<file path="config.mk">
export PLATFORM = sky130hd
export DESIGN_NAME = spi_port
export DESIGN_NICKNAME = d
export VERILOG_FILES = /design/src/rtl/spi_port_pkg.sv /design/src/rtl/spi_port.sv /design/src/rtl/spi_pin_sync.sv /design/src/rtl/spi_rate_div.sv
export SDC_FILE = /design/constraint.sdc
export NUM_CORES = 1
export LEC_CHECK = 0
export BUFFER_PORTS_ARGS = -buffer_cell sky130_fd_sc_hd__buf_2
export CAP_MARGIN = 20
export CORE_UTILIZATION = 50
export DETAILED_ROUTE_END_ITERATION = 6
export PLACE_DENSITY = 0.73
export SLEW_MARGIN = 10
export SYNTH_ARGS = -nofsm -noshare
export SYNTH_HDL_FRONTEND = slang
export SYNTH_SLANG_ARGS = --single-unit
</file>
<file path="constraint.sdc">
create_clock -name core_clk -period 2.14 [get_ports core_clk]
set_input_delay 0.535 -clock core_clk [delete_from_list [all_inputs] [get_ports core_clk]]
set_output_delay 0.535 -clock core_clk [all_outputs]
set_load 0.005 [all_outputs]
</file>
<file path="src/rtl/spi_port_pkg.sv">
`default_nettype none
package spi_port_pkg;

  // ****************************************
  // register map: printed offsets are word indices
  // ****************************************
  localparam int unsigned    ADDR_W      = 12;
  localparam logic [7:0]     CTRL_IDX    = 8'h2c;
  localparam logic [7:0]     STAT_IDX    = 8'h2d;
  localparam logic [7:0]     DATA_IDX    = 8'h2e;
  localparam logic [7:0]     PIN_IDX     = 8'h2f;
  localparam logic [11:0]    CTRL_ADDR   = {2'b00, CTRL_IDX, 2'b00};
  localparam logic [11:0]    STAT_ADDR   = {2'b00, STAT_IDX, 2'b00};
  localparam logic [11:0]    DATA_ADDR   = {2'b00, DATA_IDX, 2'b00};
  localparam logic [11:0]    PIN_ADDR    = {2'b00, PIN_IDX, 2'b00};

  // ****************************************
  // control fields
  // ****************************************
  localparam int unsigned    IRQ_EN_BIT  = 7;
  localparam int unsigned    PORT_EN_BIT = 6;
  localparam int unsigned    ORDER_BIT   = 5;
  localparam int unsigned    ROLE_BIT    = 4;
  localparam int unsigned    IDLE_BIT    = 3;
  localparam int unsigned    PHASE_BIT   = 2;
  localparam int unsigned    RATE_HI_BIT = 1;
  localparam int unsigned    RATE_LO_BIT = 0;

  // ****************************************
  // status and pin-direction fields
  // ****************************************
  localparam int unsigned    DONE_BIT    = 7;
  localparam int unsigned    COL_BIT     = 6;
  localparam int unsigned    DBL_BIT     = 0;
  localparam int unsigned    MOSI_DIR    = 0;
  localparam int unsigned    SCK_DIR     = 1;
  localparam int unsigned    MISO_DIR    = 2;
  localparam int unsigned    SS_DIR      = 3;
  localparam int unsigned    SS_OUT      = 4;

  // ****************************************
  // reset values and counts
  // ****************************************
  localparam logic [7:0]     CTRL_RST    = 8'h00;
  localparam logic [4:0]     PIN_RST     = 5'h00;
  localparam logic [7:0]     DATA_RST    = 8'h00;
  localparam logic [4:0]     LAST_EDGE   = 5'h0f;
  localparam logic [3:0]     LAST_BIT    = 4'h7;
  // half sck period in core clocks, index {double_rate, rate_hi, rate_lo}
  localparam logic [6:0]     HALF_CYC [8] = '{7'h02, 7'h08, 7'h20, 7'h40,
                                              7'h01, 7'h04, 7'h10, 7'h20};

endpackage
`default_nettype wire

</file>
<file path="src/rtl/spi_port.sv">
// Contract
// - slave selected drives miso only when its direction bit is output.
// - slave deselect resets bit counter, shift logic, drops partial byte.
// - master with ss as output: ss is a plain output.
// - master with ss input low clears role bit, becomes slave.
// - that fallback also sets transfer done, may raise interrupt.
// - data shifted and sampled on opposite sck edges, four modes.
// - clock idle level bit selects sck idle level.
// - clock phase bit selects sample on leading or trailing edge.
// - interrupt asserted while done flag, enable and global enable.
// - port enable bit gates all serial operation.
// - bit order bit selects lsb first or msb first.
// - role bit one master, zero slave.
// - rate bits with double rate select master sck divider.
// - rate and double rate bits ignored in slave role.
// - done flag set when a byte transfer finishes.
// - done clears on vector ack or status read then data access.
// - collision flag set on data write during transfer.
// - status read with collision then data access clears both flags.
// - status bits five to one read zero.
// - data write starts transfer, data read returns received byte.
// - transmit single buffered, receive double buffered.
// - master gives exactly eight sck pulses then stops, sets done.
//
// The APB interface to the registers was decided locally.
`default_nettype none
module spi_port
  import spi_port_pkg::*;
(
  input  wire logic               core_clk,
  input  wire logic               rstn,
  input  wire logic               psel,
  input  wire logic               penable,
  input  wire logic               pwrite,
  input  wire logic [ADDR_W-1:0]  paddr,
  input  wire logic [31:0]        pwdata,
  output logic [31:0]             prdata,
  output logic                    pready,
  output logic                    pslverr,
  input  wire logic               global_irq_en,
  input  wire logic               irq_ack,
  output logic                    irq,
  input  wire logic               sck_i,
  output logic                    sck_o,
  output logic                    sck_oe,
  input  wire logic               mosi_i,
  output logic                    mosi_o,
  output logic                    mosi_oe,
  input  wire logic               miso_i,
  output logic                    miso_o,
  output logic                    miso_oe,
  input  wire logic               ss_n_i,
  output logic                    ss_n_o,
  output logic                    ss_n_oe
);

  // ****************************************
  // state
  // ****************************************
  typedef struct packed {
    logic [7:0]  ctrl;
    logic        dbl;
    logic        done;
    logic        col;
    logic [4:0]  pins;
    logic        arm_done;
    logic        arm_col;
    logic        busy;
    logic [4:0]  edges;
    logic [3:0]  bits;
    logic [7:0]  sh;
    logic        lat;
    logic        have;
    logic [7:0]  rx;
    logic        sck_lv;
    logic        sck_prev;
    logic [31:0] prdata;
    logic        pready;
    logic        pslverr;
    logic        irq;
    logic        sck_o;
    logic        sck_oe;
    logic        mosi_o;
    logic        mosi_oe;
    logic        miso_o;
    logic        miso_oe;
    logic        ss_o;
    logic        ss_oe;
  } port_s;

  port_s       q, n;
  logic [3:0]  pin_s;
  logic        sck_s, mosi_s, miso_s, ss_s;
  logic        half_tick;

  // ****************************************
  // pin synchronisers and master clock divider
  // ****************************************
  spi_pin_sync #(.W(4), .RST(4'h8)) u_sync (
    .core_clk (core_clk),
    .rstn     (rstn),
    .pin_in   ({ss_n_i, miso_i, mosi_i, sck_i}),
    .pin_sync (pin_s)
  );

  assign sck_s  = pin_s[0];
  assign mosi_s = pin_s[1];
  assign miso_s = pin_s[2];
  assign ss_s   = pin_s[3];

  // divider only runs in master transfers, so rate bits are dead in slave role
  spi_rate_div u_div (
    .core_clk  (core_clk),
    .rstn      (rstn),
    .run       (q.busy),
    .rate_sel  ({q.dbl, q.ctrl[RATE_HI_BIT], q.ctrl[RATE_LO_BIT]}),
    .half_tick (half_tick)
  );

  function automatic logic [7:0] shift_in(input logic [7:0] s, input logic b, input logic lsbf);
    shift_in = lsbf ? {b, s[7:1]} : {s[6:0], b};
  endfunction

  // ****************************************
  // decode and helper terms
  // ****************************************
  logic        en, master, clock_idle_level, clock_sample_phase, lsbf;
  logic        apb_setup, apb_access, sel_ctrl, sel_stat, sel_data, sel_pin;
  logic        wr_data, rd_stat, data_acc, busy_now, slave_act;
  logic        edge_ev, leading, sample, setup, in_bit, tx_bit, fallback;
  logic [31:0] rdval;

  assign en         = q.ctrl[PORT_EN_BIT];
  assign master     = q.ctrl[ROLE_BIT];
  assign clock_idle_level       = q.ctrl[IDLE_BIT];
  assign clock_sample_phase       = q.ctrl[PHASE_BIT];
  assign lsbf       = q.ctrl[ORDER_BIT];
  assign apb_setup  = psel & ~penable;
  assign apb_access = psel & penable & q.pready;
  assign sel_ctrl   = (paddr == CTRL_ADDR);
  assign sel_stat   = (paddr == STAT_ADDR);
  assign sel_data   = (paddr == DATA_ADDR);
  assign sel_pin    = (paddr == PIN_ADDR);
  assign wr_data    = apb_access & pwrite & sel_data;
  assign rd_stat    = apb_access & ~pwrite & sel_stat;
  assign data_acc   = apb_access & sel_data;
  assign slave_act  = en & ~master & ~ss_s;
  assign busy_now   = (master & q.busy) | (slave_act & ((q.bits != 4'h0) | q.have));
  // master counts its own half periods, slave watches synchronised sck
  assign edge_ev    = master ? (q.busy & half_tick) : (slave_act & (sck_s != q.sck_prev));
  assign leading    = master ? ~q.edges[0] : (sck_s != clock_idle_level);
  assign sample     = edge_ev & (leading ^ clock_sample_phase);
  assign setup      = edge_ev & ~(leading ^ clock_sample_phase);
  assign in_bit     = master ? miso_s : mosi_s;
  assign fallback   = en & master & ~q.pins[SS_DIR] & ~ss_s;

  always_comb begin
    rdval = 32'h0000_0000;
    if (sel_ctrl) begin
      rdval[7:0] = q.ctrl;
    end else if (sel_stat) begin
      rdval[7:0] = {q.done, q.col, 5'h00, q.dbl};
    end else if (sel_data) begin
      rdval[7:0] = q.rx;
    end else if (sel_pin) begin
      rdval[4:0] = q.pins;
    end
  end

  // ****************************************
  // next state
  // ****************************************
  always_comb begin
    n         = q;
    n.pready  = 1'b0;
    n.pslverr = 1'b0;
    tx_bit    = 1'b0;
    // no wait state: read data and error are prepared in the setup cycle
    if (apb_setup) begin
      n.pready  = 1'b1;
      n.pslverr = ~(sel_ctrl | sel_stat | sel_data | sel_pin);
      n.prdata  = rdval;
    end
    if (apb_access & pwrite & sel_ctrl) begin
      n.ctrl = pwdata[7:0];
    end
    if (apb_access & pwrite & sel_stat) begin
      n.dbl = pwdata[DBL_BIT];
    end
    if (apb_access & pwrite & sel_pin) begin
      n.pins = pwdata[4:0];
    end
    // clears come first so that a set in the same cycle wins
    if (data_acc) begin
      if (q.arm_done) begin
        n.done = 1'b0;
      end
      if (q.arm_col) begin
        n.col  = 1'b0;
        n.done = 1'b0;
      end
      n.arm_done = 1'b0;
      n.arm_col  = 1'b0;
    end
    if (rd_stat) begin
      n.arm_done = q.done;
      n.arm_col  = q.col;
    end
    if (irq_ack) begin
      n.done = 1'b0;
    end
    n.sck_prev = sck_s;
    if (!q.busy) begin
      n.sck_lv = clock_idle_level;
    end
    // a write during a transfer is dropped, the shifter holds the only copy
    if (wr_data) begin
      if (busy_now) begin
        n.col = 1'b1;
      end else begin
        n.sh = pwdata[7:0];
        if (en & master) begin
          n.busy  = 1'b1;
          n.edges = 5'h00;
          n.bits  = 4'h0;
          n.have  = 1'b0;
        end
      end
    end
    // sampled bit waits in a latch until the opposite edge shifts it in
    if (sample) begin
      n.lat  = in_bit;
      n.have = 1'b1;
      n.bits = q.bits + 4'h1;
      if (q.bits == LAST_BIT) begin
        // shifter left alone here: the out line must not move on a sample edge
        n.rx   = shift_in(q.sh, in_bit, lsbf);
        n.have = 1'b0;
        n.bits = 4'h0;
        if (!master) begin
          n.done = 1'b1;
        end
      end
    end
    if (setup & q.have) begin
      n.sh   = shift_in(q.sh, q.lat, lsbf);
      n.have = 1'b0;
    end
    if (q.busy & half_tick) begin
      n.edges  = q.edges + 5'h01;
      n.sck_lv = ~q.sck_lv;
      if (q.edges == LAST_EDGE) begin
        n.busy = 1'b0;
        n.done = 1'b1;
      end
    end
    // deselected slave forgets any partial byte
    if (!master & (ss_s | !en)) begin
      n.bits = 4'h0;
      n.have = 1'b0;
    end
    if (!en) begin
      n.busy = 1'b0;
      n.bits = 4'h0;
      n.have = 1'b0;
    end
    if (fallback) begin
      n.ctrl[ROLE_BIT] = 1'b0;
      n.done           = 1'b1;
      n.busy           = 1'b0;
      n.bits           = 4'h0;
      n.have           = 1'b0;
    end
    // pin outputs follow the next state so they leave straight from flops
    tx_bit    = n.ctrl[ORDER_BIT] ? n.sh[0] : n.sh[7];
    n.sck_o   = n.sck_lv;
    n.sck_oe  = n.ctrl[PORT_EN_BIT] & n.ctrl[ROLE_BIT] & n.pins[SCK_DIR];
    n.mosi_o  = tx_bit;
    n.mosi_oe = n.ctrl[PORT_EN_BIT] & n.ctrl[ROLE_BIT] & n.pins[MOSI_DIR];
    n.miso_o  = tx_bit;
    n.miso_oe = n.ctrl[PORT_EN_BIT] & ~n.ctrl[ROLE_BIT] & ~ss_s & n.pins[MISO_DIR];
    n.ss_o    = n.pins[SS_OUT];
    n.ss_oe   = n.pins[SS_DIR] & ~(n.ctrl[PORT_EN_BIT] & ~n.ctrl[ROLE_BIT]);
    n.irq     = n.done & n.ctrl[IRQ_EN_BIT] & global_irq_en;
  end

  always_ff @(posedge core_clk or negedge rstn) begin
    if (!rstn) begin
      q        <= '0;
      q.ctrl   <= CTRL_RST;
      q.pins   <= PIN_RST;
      q.sh     <= DATA_RST;
      q.rx     <= DATA_RST;
      q.sck_o  <= 1'b0;
      q.mosi_o <= 1'b0;
      q.miso_o <= 1'b0;
    end else begin
      q <= n;
    end
  end

  assign prdata  = q.prdata;
  assign pready  = q.pready;
  assign pslverr = q.pslverr;
  assign irq     = q.irq;
  assign sck_o   = q.sck_o;
  assign sck_oe  = q.sck_oe;
  assign mosi_o  = q.mosi_o;
  assign mosi_oe = q.mosi_oe;
  assign miso_o  = q.miso_o;
  assign miso_oe = q.miso_oe;
  assign ss_n_o  = q.ss_o;
  assign ss_n_oe = q.ss_oe;

  // ****************************************
  // checks
  // ****************************************
  chk_collision_set: assert property (@(posedge core_clk) disable iff (!rstn)
    wr_data && busy_now |=> q.col)
    else $error("collision flag not set on busy write");

  chk_fallback_role: assert property (@(posedge core_clk) disable iff (!rstn)
    fallback |=> !q.ctrl[ROLE_BIT] && !q.busy)
    else $error("role bit not cleared by low ss");

  chk_fallback_done: assert property (@(posedge core_clk) disable iff (!rstn)
    fallback |=> q.done ##1 (q.irq == (q.done && q.ctrl[IRQ_EN_BIT] && $past(global_irq_en))))
    else $error("fallback did not set done flag");

  chk_irq_cause: assert property (@(posedge core_clk) disable iff (!rstn)
    q.irq |-> q.done && q.ctrl[IRQ_EN_BIT])
    else $error("interrupt without done flag and enable");

  chk_status_reserved: assert property (@(posedge core_clk) disable iff (!rstn)
    apb_setup && sel_stat |=> q.pready && (q.prdata[5:1] == 5'h00))
    else $error("reserved status bits not zero");

  chk_slave_deselect: assert property (@(posedge core_clk) disable iff (!rstn)
    !master && ss_s |=> q.bits == 4'h0 && !q.have)
    else $error("slave kept partial byte after deselect");

  chk_eight_pulses: assert property (@(posedge core_clk) disable iff (!rstn)
    q.busy && half_tick && q.edges == LAST_EDGE && !fallback && en |=> !q.busy && q.done && q.sck_lv == $past(clock_idle_level))
    else $error("master did not stop after eight pulses");

  chk_sck_idle: assert property (@(posedge core_clk) disable iff (!rstn)
    !q.busy ##1 !q.busy |-> q.sck_lv == $past(clock_idle_level))
    else $error("sck not at idle level");

  chk_miso_drive: assert property (@(posedge core_clk) disable iff (!rstn)
    q.miso_oe |-> q.pins[MISO_DIR] && !q.ctrl[ROLE_BIT] && q.ctrl[PORT_EN_BIT])
    else $error("miso driven outside selected slave");

  chk_port_off: assert property (@(posedge core_clk) disable iff (!rstn)
    !en ##1 !en |-> !q.busy && !q.sck_oe && !q.mosi_oe && !q.miso_oe)
    else $error("activity while port disabled");

endmodule
`default_nettype wire

</file>
<file path="src/rtl/spi_pin_sync.sv">
`default_nettype none
module spi_pin_sync
  import spi_port_pkg::*;
#(
  parameter int unsigned    W   = 4,
  parameter logic [W-1:0]   RST = '0
) (
  input  wire logic          core_clk,
  input  wire logic          rstn,
  input  wire logic [W-1:0]  pin_in,
  output logic [W-1:0]       pin_sync
);

  typedef struct packed {
    logic [W-1:0] s1;
    logic [W-1:0] s2;
  } sync_s;

  sync_s q, n;

  // first stage feeds only the second stage
  always_comb begin
    n    = q;
    n.s1 = pin_in;
    n.s2 = q.s1;
  end

  always_ff @(posedge core_clk or negedge rstn) begin
    if (!rstn) begin
      q <= '{s1: RST, s2: RST};
    end else begin
      q <= n;
    end
  end

  assign pin_sync = q.s2;

endmodule
`default_nettype wire

</file>
<file path="src/rtl/spi_rate_div.sv">
`default_nettype none
module spi_rate_div
  import spi_port_pkg::*;
(
  input  wire logic        core_clk,
  input  wire logic        rstn,
  input  wire logic        run,
  input  wire logic [2:0]  rate_sel,
  output logic             half_tick
);

  typedef struct packed {
    logic [6:0] cnt;
    logic       tick;
  } div_s;

  div_s q, n;

  always_comb begin
    n      = q;
    n.tick = 1'b0;
    if (!run) begin
      n.cnt = 7'h00;
    end else if (q.cnt == HALF_CYC[rate_sel] - 7'h01) begin
      n.cnt  = 7'h00;
      n.tick = 1'b1;
    end else begin
      n.cnt = q.cnt + 7'h01;
    end
  end

  always_ff @(posedge core_clk or negedge rstn) begin
    if (!rstn) begin
      q <= '0;
    end else begin
      q <= n;
    end
  end

  assign half_tick = q.tick;

endmodule
`default_nettype wire

</file>
==> impl_metrics.ini <==
[status]
outcome = finished, final reports clean

[setup_path]
endpoint_kind = register
required_ns = 2.37
crit_slowest_cell = or4b_4
start_kind = register
cp.buffers_inverters = 1
arrival_ns = 2.28
crit_family = simple AND/OR/NAND/NOR gates
worstPathMaxFanout = 2
critPathMaxStageDelay_ns = 0.48
path_cells = inv_1 -> ha_1 -> or4b_4 -> a22oi_1 -> nand3_1 -> and3_1 -> o32ai_1
critPathKind = reg2reg

[pwr]
power_w = 0.003063
ir_drop_mv = 0.3713
p_per_area_nw_per_um2 = 628.7
p_leak_nw = 2.322

[routing]
drt-total-wl_um = 9305
first_pass_iters = 4
initialDrtViolationCount = 167
drc_errors = 0
num_vias = 3262
viasPerCell = 5.595
ant_nets = 0
wl_per_cell_um = 15.96

[cells_and_area]
register_area_um2 = 2004
syn_to_final_growth_pct = 15.38
fill_cells = 677
layout-drive-gt1-share_pct = 25.52
antenna_cells = 0
nets = 533
design_area_um2 = 4872
multiInputGateArea_um2 = 1961
final_core_util_pct = 59.60

[sta]
final_max_slew_viol_count = 0
tightestPinTransition_ns = 0.8491
setup_viol = 0
hold_viol_final = 0
fmax_ghz = 0.4892
relSlewSlack_pct = 43.05
min_period_ns = 2.044
fin_crit_sh_pct = 95.52
final.setup.worst_slack_ns = 0.09585
finalClockSkew_ns = 0.01634

[clock_tree]
htree_levels = 3
clkLatencyLatePin_ns = 0.36
clk_pin_slew_ns = 0.09
clock-sinks = 80
clock_path_buffers = 2
clockRootBuffer = clkbuf_8
cts_tree = yes
cts_buffers = 9
hold_buffers = 0

[synth]
async_flop_share_pct = 100.0
ys.flop_type = dfrtp_1
ys_warn_count = 0
synth.yosys.seq_area_share_pct = 47.47
ys_seq_elements = 80
synth.distinct_cells = 61
synth_area_per_cell_um2 = 10.38
syn_area_um2 = 4223
synth-edff-count = 0
synthCells = 407

[grt]
grt_remaining_overflow = 0
grt_pass1_wl_um = 15390
antenna_found_initial = 0
use_met3_pct = 4.531
busiest_layer = met2
met1_usage_pct = 30.92
grt_pass1_vias = 3168
globalRouteTotalUtil_pct = 23.09
grt_max_degree = 38
grt.met2_usage_pct = 36.92

[placement]
postPlaceCellArea_um2 = 4602
place.gp.congestion = 0.9007
place_ws_ns = -0.1573
post-dp-hpwl_um = 6990
io_buffers = 49

[floorplanning]
core_um2 = 8175
io_pins = 98
die_area_um2 = 8817
fp-row-count = 33
dieWidth_um = 93.90
start_util_pct = 51.65
die_h_um = 93.90

[run]
max-cap-violations = 0

[worst_hold_path]
min_path_type = in2async
timing repair:
action	4_1_cts	5_1_grt
setup endpoints to repair	1	7
setup buffers	0	1
resized for setup	0	4
pin swaps	1	1
endpoints found under the hold margin	0	0
cell families after synthesis:
kind of cell | Yosys count | share of synthesized area [%]
AND/OR/NAND/NOR | 127 | 16.77
flip-flops | 80 | 47.47
AO/OA/AOI/OAI | 85 | 13.24
XOR/XNOR | 8 | 1.659
buffers and inverters | 60 | 8.563
other | 1 | 0.08880
multiplexers | 41 | 10.73
adder cells (fa/ha/maj) | 5 | 1.481
worst register-to-register path: cells and delay by family, from the launching register on:
family,cells,cell delay (ns)
buffers and inverters,1,0.06
adder cells (fa/ha/maj),1,0.14
flip-flops,1,0.38
AND/OR/NAND/NOR,3,0.78
AO/OA/AOI/OAI,2,0.55
layout by cell type (no fill, tap or decap), drive strengths merged, types with 4 or more instances in the layout:
| cell type | netlist | final |
|---|---|---|
| a211oi | 11 | 11 |
| a21oi | 13 | 13 |
| a22o | 4 | 4 |
| a31oi | 6 | 6 |
| and3 | 9 | 9 |
| buf | 41 | 78 |
| clkbuf | 5 | 11 |
| conb | 1 | 24 |
| dfrtp | 78 | 78 |
| ha | 5 | 5 |
| inv | 13 | 13 |
| mux2 | 15 | 15 |
| mux2i | 25 | 25 |
| nand2 | 34 | 34 |
| nand2b | 7 | 7 |
| nand3 | 13 | 13 |
| nand4 | 5 | 5 |
| nor2 | 25 | 25 |
| nor2b | 4 | 4 |
| nor3 | 6 | 6 |
| nor4 | 4 | 4 |
| o21ai | 27 | 27 |
| o31ai | 6 | 6 |
| or3 | 5 | 5 |
| xnor2 | 4 | 4 |
| xor2 | 4 | 4 |
power breakdown:
group	internal, W	leakage [nW]	switching (W)
Combinational	0.0000591	1.18	0.0000986
Sequential	0.00153	1.02	0.0000139
Clock	0.000808	0.124	0.000552
per-layer routing:
layer / wire [µm] / vias to the layer above
met5: 0 / -
met1: 4204 / 1597
met4: 190 / 0
met2: 4426 / 110
met3: 484 / 17
li1: - / 1538
cell usage after synthesis (3+ instances only):
cell	instances	area share, %
a211oi_1	10	1.8
a21oi_1	13	1.5
a22o_1	4	0.83
a22oi_1	3	0.53
a31oi_1	6	0.89
and3_1	8	1.2
buf_2	4	0.47
buf_4	35	6.2
clkbuf_1	5	0.44
dfrtp_1	78	46
ha_1	5	1.5
inv_1	13	1.2
mux2_2	12	3.2
mux2_4	3	1.1
mux2i_1	25	5.9
nand2_1	34	3.0
nand2b_1	7	1.0
nand3_1	13	1.5
nand4_1	4	0.59
nor2_1	23	2.0
nor2b_1	4	0.59
nor3_1	5	0.59
nor4_1	4	0.59
nor4bb_1	3	0.71
o21ai_0	24	2.8
o2bb2ai_1	3	0.62
o31ai_1	6	1.1
or3_1	5	0.74
xnor2_1	4	0.83
xor2_1	4	0.83
worst paths after layout:
path	startpoint	endpoint	slack, ns	depth (start not counted)
min in group core_clk	ss_n_i	u_sync.n[3]	0.28	1
worst min register to register	u_sync.n[0]	u_sync.pin_sync[0]	0.35	0
worst max-delay path	q[63]	miso_o	0.1	7
worst max register to register	q[63]	miso_o	0.1	7
max in group asynchronous	rstn	q[59]	1.37	2
worst min-delay path	rstn	prdata[4]	0.13	1
metrics by stage:
step / cells / hold WS [ns] / setup TNS (ns)
after global routing: 583 / 0.1553 / -0.01470
after floorplan: 430 / 0.2394 / 0
after global placement: 566 / 0.3347 / -1.392
after detailed placement: 566 / 0.3347 / -1.170
final: 583 / 0.1287 / 0
after CTS: 582 / 0.1336 / 0
final cells by class:
| cell class | count | share of cell area (%) |
|---|---|---|
| sequential | 80 | 41.14 |
| multi-input combinational | 290 | 40.24 |
| timing repair buffer | 78 | 9.810 |
| inverter | 14 | 1.079 |
| clock buffer | 11 | 2.902 |
| tap | 105 | 2.696 |
| clock inverter | 5 | 2.131 |
registers in the layout (all words and copies together), names as in the netlist, 4 cells and up:
register	count
q	42
prdata	8
u_div.q	7
u_sync.n	4
u_sync.pin_sync	4
(Power assumes the default switching activity.)
